### src/core/mtm_pkg.sv
// Package of constants and carrier types for the modulo timer.
package mtm_pkg;
	// ------------------------------------------------------------------
	// Register map
	// ------------------------------------------------------------------
	localparam logic [1:0] MTM_OFS_STATUS = 2'h0;
	localparam logic [1:0] MTM_OFS_CLKCFG = 2'h1;
	localparam logic [1:0] MTM_OFS_COUNT = 2'h2;
	localparam logic [1:0] MTM_OFS_LIMIT = 2'h3;
	localparam int MTM_BIT_FLAG = 7;
	localparam int MTM_BIT_IRQ_EN = 6;
	localparam int MTM_BIT_CNT_RST = 5;
	localparam int MTM_BIT_HALT = 4;
	localparam int MTM_SRC_HI = 5;
	localparam int MTM_SRC_LO = 4;
	localparam int MTM_PS_HI = 3;
	localparam int MTM_PS_LO = 0;
	// ------------------------------------------------------------------
	// Reset values and encodings
	// ------------------------------------------------------------------
	localparam logic [7:0] MTM_RST_COUNT = 8'h00;
	localparam logic [7:0] MTM_RST_LIMIT = 8'h00;
	// Top of the 8-bit count, the wrap point while the limit is zero.
	localparam logic [7:0] MTM_COUNT_TOP = 8'hFF;
	localparam logic [3:0] MTM_RST_PS = 4'h0;
	localparam logic [3:0] MTM_PS_MAX = 4'h8;
	localparam logic [1:0] MTM_SRC_BUS = 2'h0;
	localparam logic [1:0] MTM_SRC_FIXED = 2'h1;
	localparam logic [1:0] MTM_SRC_PIN_FALL = 2'h2;
	localparam logic [1:0] MTM_SRC_PIN_RISE = 2'h3;
	// ------------------------------------------------------------------
	// Carrier types
	// ------------------------------------------------------------------
	typedef struct packed {
		logic [1:0] addr;
		logic [7:0] wdata;
		logic wr;
		logic rd;
	} mtm_bus_req_s;
	typedef struct packed {
		logic [1:0] source_select;
		logic [3:0] prescale_select;
	} mtm_clk_cfg_s;
endpackage : mtm_pkg

### src/core/mtm_pin_sync.sv
// Three-stage synchroniser and edge detector for the external timer clock pin.
`timescale 1ns/1ps
`default_nettype none
module mtm_pin_sync
	import mtm_pkg::*;
(
	// Clock and reset.
	input wire logic clock,
	input wire logic rst,
	// Raw pin.
	input wire logic ext_timer_clock_pin,
	// Edge pulses, one bus cycle each.
	output logic rise_pulse,
	output logic fall_pulse
);
	typedef struct packed {
		logic [2:0] sync;
		logic level;
	} mtm_sync_s;
	mtm_sync_s state_r;
	mtm_sync_s state_nxt;
	// Shift the pin in; the first stage feeds only the second.
	always_comb
	begin
		state_nxt = state_r;
		state_nxt.sync = {state_r.sync[1:0], ext_timer_clock_pin};
		// The accepted level moves only once the second and third stages agree.
		if (state_r.sync[1] == state_r.sync[2])
			state_nxt.level = state_r.sync[2];
	end
	always_ff @(posedge clock)
	begin
		if (rst)
			state_r <= '0;
		else
			state_r <= state_nxt;
	end
	// An edge counts once the second and third stages agree on a level unlike the last.
	// The pin must stay at or below a quarter of bus rate so each level is seen by both.
	// The accepted level resets low like an idle pin, so no false edge follows reset.
	assign rise_pulse = state_r.sync[1] & state_r.sync[2] & ~state_r.level;
	assign fall_pulse = ~state_r.sync[1] & ~state_r.sync[2] & state_r.level;
endmodule : mtm_pin_sync
`default_nettype wire

### src/core/mtm_prescaler.sv
// Power-of-two prescaler that turns source edges into single-cycle count ticks.
`timescale 1ns/1ps
`default_nettype none
module mtm_prescaler
	import mtm_pkg::*;
(
	// Clock and reset.
	input wire logic clock,
	input wire logic rst,
	// Source edge and divide code.
	input wire logic src_edge,
	input wire logic [3:0] prescale_select,
	// Count tick, one bus cycle.
	output logic tick
);
	typedef struct packed {
		logic [7:0] div;
	} mtm_ps_s;
	mtm_ps_s state_r;
	mtm_ps_s state_nxt;
	logic [3:0] code;
	logic [8:0] carry;
	// Codes above the largest step saturate to divide by 256.
	assign code = (prescale_select > MTM_PS_MAX) ? MTM_PS_MAX : prescale_select;
	// Ripple carry chain: carry[k] marks the edge where the low k bits roll over.
	assign carry[0] = src_edge;
	genvar i;
	generate
		for (i = 0; i < 8; i++)
		begin : g_carry
			assign carry[i + 1] = carry[i] & state_r.div[i];
		end
	endgenerate
	// Divide by two to the code; the divider runs on, so rate changes keep the count.
	assign tick = carry[code];
	always_comb
	begin
		state_nxt = state_r;
		if (src_edge)
			state_nxt.div = state_r.div + 8'h01;
	end
	always_ff @(posedge clock)
	begin
		if (rst)
			state_r <= '0;
		else
			state_r <= state_nxt;
	end
endmodule : mtm_prescaler
`default_nettype wire

### src/core/mtm_modulo_timer.sv
// Top of the 8-bit modulo timer: registers, source selection and counter.
//
// Implementation choices: strobed register access and the register offsets.
`timescale 1ns/1ps
`default_nettype none
module mtm_modulo_timer
	import mtm_pkg::*;
(
	// Clock and reset.
	input wire logic clock,
	input wire logic rst,
	// Register port.
	input wire logic [1:0] addr,
	input wire logic [7:0] wdata,
	input wire logic wr,
	input wire logic rd,
	output logic [7:0] rdata,
	// Clock sources.
	input wire logic fixed_freq_clock,
	input wire logic ext_timer_clock_pin,
	// Interrupt request.
	output logic overflow_irq
);
	// ------------------------------------------------------------------
	// State
	// ------------------------------------------------------------------
	typedef struct packed {
		logic [7:0] count;
		logic [7:0] wrap_limit;
		logic overflow_flag;
		logic overflow_irq_enable;
		logic counter_halt;
		mtm_clk_cfg_s cfg;
		logic clear_armed;
		logic fixed_prev;
		logic [7:0] rdata;
	} mtm_state_s;
	mtm_state_s state_r;
	mtm_state_s state_nxt;
	mtm_bus_req_s req;
	logic pin_rise;
	logic pin_fall;
	logic fixed_rise;
	logic src_edge;
	logic tick;
	logic wrap;
	logic wr_status;
	logic wr_limit;
	logic rd_status;
	assign req = '{addr: addr, wdata: wdata, wr: wr, rd: rd};
	assign wr_status = req.wr && (req.addr == MTM_OFS_STATUS);
	assign wr_limit = req.wr && (req.addr == MTM_OFS_LIMIT);
	assign rd_status = req.rd && (req.addr == MTM_OFS_STATUS);
	// ------------------------------------------------------------------
	// Source selection
	// ------------------------------------------------------------------
	mtm_pin_sync u_pin_sync (
		.clock(clock),
		.rst(rst),
		.ext_timer_clock_pin(ext_timer_clock_pin),
		.rise_pulse(pin_rise),
		.fall_pulse(pin_fall)
	);
	// The fixed clock is assumed slow and bus-synchronous, so its rising edge is found directly.
	assign fixed_rise = fixed_freq_clock & ~state_r.fixed_prev;
	// Pick the prescaler input; bus clock gives an edge every cycle.
	always_comb
	begin
		case (state_r.cfg.source_select)
			MTM_SRC_BUS: src_edge = 1'b1;
			MTM_SRC_FIXED: src_edge = fixed_rise;
			MTM_SRC_PIN_FALL: src_edge = pin_fall;
			MTM_SRC_PIN_RISE: src_edge = pin_rise;
			default: src_edge = 1'b1;
		endcase
	end
	mtm_prescaler u_prescaler (
		.clock(clock),
		.rst(rst),
		.src_edge(src_edge),
		.prescale_select(state_r.cfg.prescale_select),
		.tick(tick)
	);
	// ------------------------------------------------------------------
	// Counter and register logic
	// ------------------------------------------------------------------
	// Wrap at the limit; a zero limit makes 8'hFF the wrap point.
	assign wrap = !state_r.counter_halt && tick &&
		((state_r.wrap_limit == MTM_RST_LIMIT) ? (state_r.count == MTM_COUNT_TOP)
			: (state_r.count == state_r.wrap_limit));
	always_comb
	begin
		state_nxt = state_r;
		state_nxt.fixed_prev = fixed_freq_clock;
		// Counting: halted holds value, source or rate changes never clear it.
		if (!state_r.counter_halt && tick)
		begin
			if (wrap)
				state_nxt.count = 8'h00;
			else
				state_nxt.count = state_r.count + 8'h01;
		end
		// Reading status while the flag is set arms the two-step clear.
		if (rd_status && state_r.overflow_flag)
			state_nxt.clear_armed = 1'b1;
		if (wr_status)
		begin
			state_nxt.overflow_irq_enable = req.wdata[MTM_BIT_IRQ_EN];
			state_nxt.counter_halt = req.wdata[MTM_BIT_HALT];
			// Writing zero to the flag after an armed read clears it.
			if (!req.wdata[MTM_BIT_FLAG] && state_r.clear_armed)
				state_nxt.overflow_flag = 1'b0;
			state_nxt.clear_armed = 1'b0;
			// Reset strobe zeroes count and flag; a zero leaves the counter alone.
			if (req.wdata[MTM_BIT_CNT_RST])
			begin
				state_nxt.count = MTM_RST_COUNT;
				state_nxt.overflow_flag = 1'b0;
			end
		end
		if (req.wr && (req.addr == MTM_OFS_CLKCFG))
		begin
			state_nxt.cfg.source_select = req.wdata[MTM_SRC_HI:MTM_SRC_LO];
			state_nxt.cfg.prescale_select = req.wdata[MTM_PS_HI:MTM_PS_LO];
		end
		// Count register writes are ignored.
		// Limit write stores the limit, zeroes count and clears the flag.
		if (wr_limit)
		begin
			state_nxt.wrap_limit = req.wdata;
			state_nxt.count = MTM_RST_COUNT;
			state_nxt.overflow_flag = 1'b0;
			state_nxt.clear_armed = 1'b0;
		end
		// A new overflow sets the flag and cancels any pending clear; it wins over the two-step clear, but a limit write or reset strobe wins over it.
		if (wrap && !wr_limit && !(wr_status && req.wdata[MTM_BIT_CNT_RST]))
		begin
			state_nxt.overflow_flag = 1'b1;
			state_nxt.clear_armed = 1'b0;
		end
		// Read data for the cycle after the strobe; unmapped bits read zero.
		state_nxt.rdata = 8'h00;
		if (req.rd)
		begin
			case (req.addr)
				MTM_OFS_STATUS: state_nxt.rdata = {state_r.overflow_flag,
					state_r.overflow_irq_enable, 1'b0, state_r.counter_halt, 4'h0};
				MTM_OFS_CLKCFG: state_nxt.rdata = {2'b00, state_r.cfg.source_select,
					state_r.cfg.prescale_select};
				MTM_OFS_COUNT: state_nxt.rdata = state_r.count;
				MTM_OFS_LIMIT: state_nxt.rdata = state_r.wrap_limit;
				default: state_nxt.rdata = 8'h00;
			endcase
		end
	end
	// Register the state; reset halts the timer and clears everything else.
	always_ff @(posedge clock)
	begin
		if (rst)
		begin
			state_r <= '0;
			state_r.counter_halt <= 1'b1;
			state_r.cfg.prescale_select <= MTM_RST_PS;
			state_r.count <= MTM_RST_COUNT;
			state_r.wrap_limit <= MTM_RST_LIMIT;
		end
		else
		begin
			state_r <= state_nxt;
		end
	end
	// Interrupt follows the flag while enabled; software must clear the flag first.
	assign overflow_irq = state_r.overflow_irq_enable & state_r.overflow_flag;
	assign rdata = state_r.rdata;
endmodule : mtm_modulo_timer
`default_nettype wire

### config.mk
export PLATFORM = sky130hd
export DESIGN_NAME = mtm_modulo_timer
export DESIGN_NICKNAME = d
export VERILOG_FILES = /design/src/core/mtm_pkg.sv /design/src/core/mtm_pin_sync.sv /design/src/core/mtm_prescaler.sv /design/src/core/mtm_modulo_timer.sv
export SDC_FILE = /design/constraint.sdc
export NUM_CORES = 1
export LEC_CHECK = 0
export ABC_CLOCK_PERIOD_IN_PS = 2400
export BUFFER_PORTS_ARGS = -buffer_cell sky130_fd_sc_hd__buf_2
export CAP_MARGIN = 20
export CORE_AREA = 2 2 67 69
export DETAILED_ROUTE_END_ITERATION = 12
export DIE_AREA = 0 0 69 71
export PLACE_DENSITY_LB_ADDON = 0.3
export RECOVER_POWER = 25
export SYNTH_ARGS = -nofsm -noshare
export SYNTH_HDL_FRONTEND = slang
export SYNTH_SLANG_ARGS = --single-unit
### constraint.sdc
create_clock -name clock -period 2.4 [get_ports clock]
set_input_delay 0.48 -clock clock [delete_from_list [all_inputs] [get_ports clock]]
set_output_delay 0.48 -clock clock [all_outputs]
set_load 0.05 [all_outputs]
==> qor.csv <==
stage,metric,value,unit
synthesis,yosys_warnings,0,
setup_path,cp_max_fo,10,
power,p_leak,1.03,nW
hold_path,hold_class,primary input to flip-flop,
global_routing,track_usage,20.9,%
status,status,"finished, final reports clean",
power,total_power,0.00155,W
setup_path,critPathCaptureType,flip-flop,
global_routing,grt_pass1_wl,8300,um
sta,setup_tns,0,ns
place,hpwlAfterDp,3600,um
sta,finalClockSkew,0.00612,ns
synthesis,synth_edf_count,0,
clock_network,clkSinkCount,47,
synthesis,syn_area_per_cell,8.89,sq um
routing,wirelength,4880,um
final_layout,antenna_cells,0,
sta,final-hold-violation-count,0,
routing,drt_pass1_iterations,4,
synthesis,synth_common_cells,"dfxtp_1, nor2_1, nand2_1",
place,placed_cells,322,
sta,rsz0062_at_grt,false,
place,gp_congestion,0.851,
synthesis,synth_nets,283,
routing,viasPerCell,5.80,
clock_network,cts_resized,0,
global_routing,grt_start_max_net_pins,32,
job,max_cap_viol_count,0,
synthesis,synth_area_leaders,"dfxtp_1, mux2i_1, nor2_1",
synthesis,ys_ff_latch,47,
final_layout,fin_nets,297,
routing,detail-route-antenna-nets,0,
floorplan,die_x,69,um
synthesis,syn_area,0.00234,sq mm
synthesis,ys_seq_area_share,40.2,%
clock_network,cts_tree,built,
clock_network,post_cts_buffers,0,
sta,finalSetupViolCount,0,
setup_path,path_class,flip-flop to flip-flop,
synthesis,synth.most_common_cell,dfxtp_1,
floorplan,core_area,0.00420,sq mm
setup_path,critical_path.startpoint_type,flip-flop,
clock_network,cts_buffers,5,
synthesis,synth.distinct_cells,42,
global_routing,grt_pass1_vias,1850,
clock_network,h-tree-depth,2,
power,vdd_drop_max,0.000513,V
sta,fmax,495,MHz
clock_network,hold_buffers,0,
sta,worst_pin_slew,1.34,ns
setup_path,arrival,2.21,ns
power,power.density,609,mW/mm^2
final_layout,multiInputGateArea,0.00124,sq mm
floorplan,die_height,71,um
routing,drc,0,
routing,drt_iter0_drc,124,
floorplan,start_util,55.6,%
sta,timing.final.max_slew_violations,0,
floorplan,ioPinCount,25,
floorplan,rows,24,
synthesis,synth.largest_area_cell,dfxtp_1,
synthesis,synth_flop_cell,dfxtp_1,
final_layout,seqCellArea,941,sq um
place,io_buffers,24,
setup_path,required,2.59,ns
clock_network,path_clk_slew,0.08,ns
routing,wl_per_cell,14.8,um
final_layout,drive_above_1_share,17.7,%
clock_network,clkLatencyLatePin,0.30,ns
routing,vias,1908,
sta,slew_headroom,10.5,%
sta,timing.final.crit_share,84.1,%
synthesis,synth_top_cell_area_share,40.2,%
final_layout,stdcell_count,329,
final_layout,area_growth,8.67,%
clock_network,cts_buffer_depth,2,
sta,layout_min_cycle_time,2.02,ns
synthesis,ys_async_sr_fraction,0,%
global_routing,grt_overflow,0,
floorplan,dieArea,0.00490,sq mm
global_routing,grt_antenna_before_repair,0,
clock_network,root_buffer,clkbuf_8,
synthesis,synth_cells,263,
final_layout,fillCellCount,392,
-- critical path, stage by stage, from the launching register on --
cell and delay, ns:
dfxtp_1 0.34, inv_1 0.06, ha_1 0.18, and3b_1 0.17, or3_1 0.36, a21oi_2 0.41
nand2b_4 0.29, o22ai_1 0.09
-- sequential cells by signal, indices dropped and copies added (netlist names) --
signal                flops
u_pin_sync.state_nxt      2
u_pin_sync.state_r        2
u_prescaler.state_r       8
rdata                     8
state_r                  27
-- cell type report --
cell class | instances | share of cell area (%)
Tap cell | 52 | 2.56
Inverter | 9 | 1.33
Timing Repair Buffer | 29 | 6.01
Sequential cell | 47 | 37.0
Clock buffer | 5 | 2.71
Multi-Input combinational cell | 185 | 48.9
Clock inverter | 2 | 1.48
-- metrics by stage --
stage               area (sq um)  worst slack [ns]  hold slack (ns)  util, %
global placement            2440             0.379            0.417     58.0
floorplan                   2340             0.462            0.414        -
CTS                         2550             0.391            0.384     60.6
detailed placement          2440             0.350            0.425     58.0
global route                2540             0.195            0.403     60.4
finish                      2540             0.382            0.390     60.4
-- power breakdown --
group / leakage, nW / internal [W] / switching (W)
logic: 0.597 / 0.0000669 / 0.0000932
registers: 0.381 / 0.000801 / 0.0000275
clock network: 0.0502 / 0.000304 / 0.000255
total: 1.03 / 0.00117 / 0.000375
-- cells in the final DEF (no fill, tap or decap), types with 5 or more instances in the layout --
cell type	Yosys	final
mux2i_1	12	12
mux2_2	5	5
nand2_1	22	22
a21oi_1	11	11
clkbuf_8	0	5
nand3_1	14	14
xor2_1	6	6
nor2_1	29	29
nand4_1	7	7
xnor2_1	9	9
a32oi_1	5	5
nor2b_1	5	5
a22oi_1	8	8
inv_1	9	9
dfxtp_1	47	47
buf_2	1	23
-- routing by layer --
layer  track usage [%]  vias to the layer above  wire [um]
met4              8.93                        0         92
met1              24.2                      922       2150
met2              37.3                       33       2500
li1                  -                      943          -
met5                 0                        -          0
met3              4.70                       10        140
-- final timing paths --
path | start | endpoint | slack, ns | cells past startpoint
worst max register to register | u_pin_sync.state_nxt[3] | state_r[28] | 0.38 | 7
worst min-delay path | ext_timer_clock_pin | u_pin_sync.state_nxt[2] | 0.39 | 2
worst max-delay path | u_pin_sync.state_nxt[3] | state_r[28] | 0.38 | 7
worst min register to register | u_pin_sync.state_nxt[2] | u_pin_sync.state_nxt[3] | 0.44 | 1
-- logic make-up (layout without fill, tap and decap cells) --
| kind of cell | Yosys count | in the layout | share of synthesized area (%) |
|---|---|---|---|
| buf+inv | 31 | 45 | 6.63 |
| fa+ha+maj | 4 | 4 | 2.14 |
| compound gates | 48 | 48 | 15.6 |
| xor+xnor | 15 | 15 | 5.62 |
| simple gates | 100 | 100 | 21.2 |
| flops | 47 | 47 | 40.2 |
| mux | 18 | 18 | 8.51 |
Power figures use the tool's default switching activity.
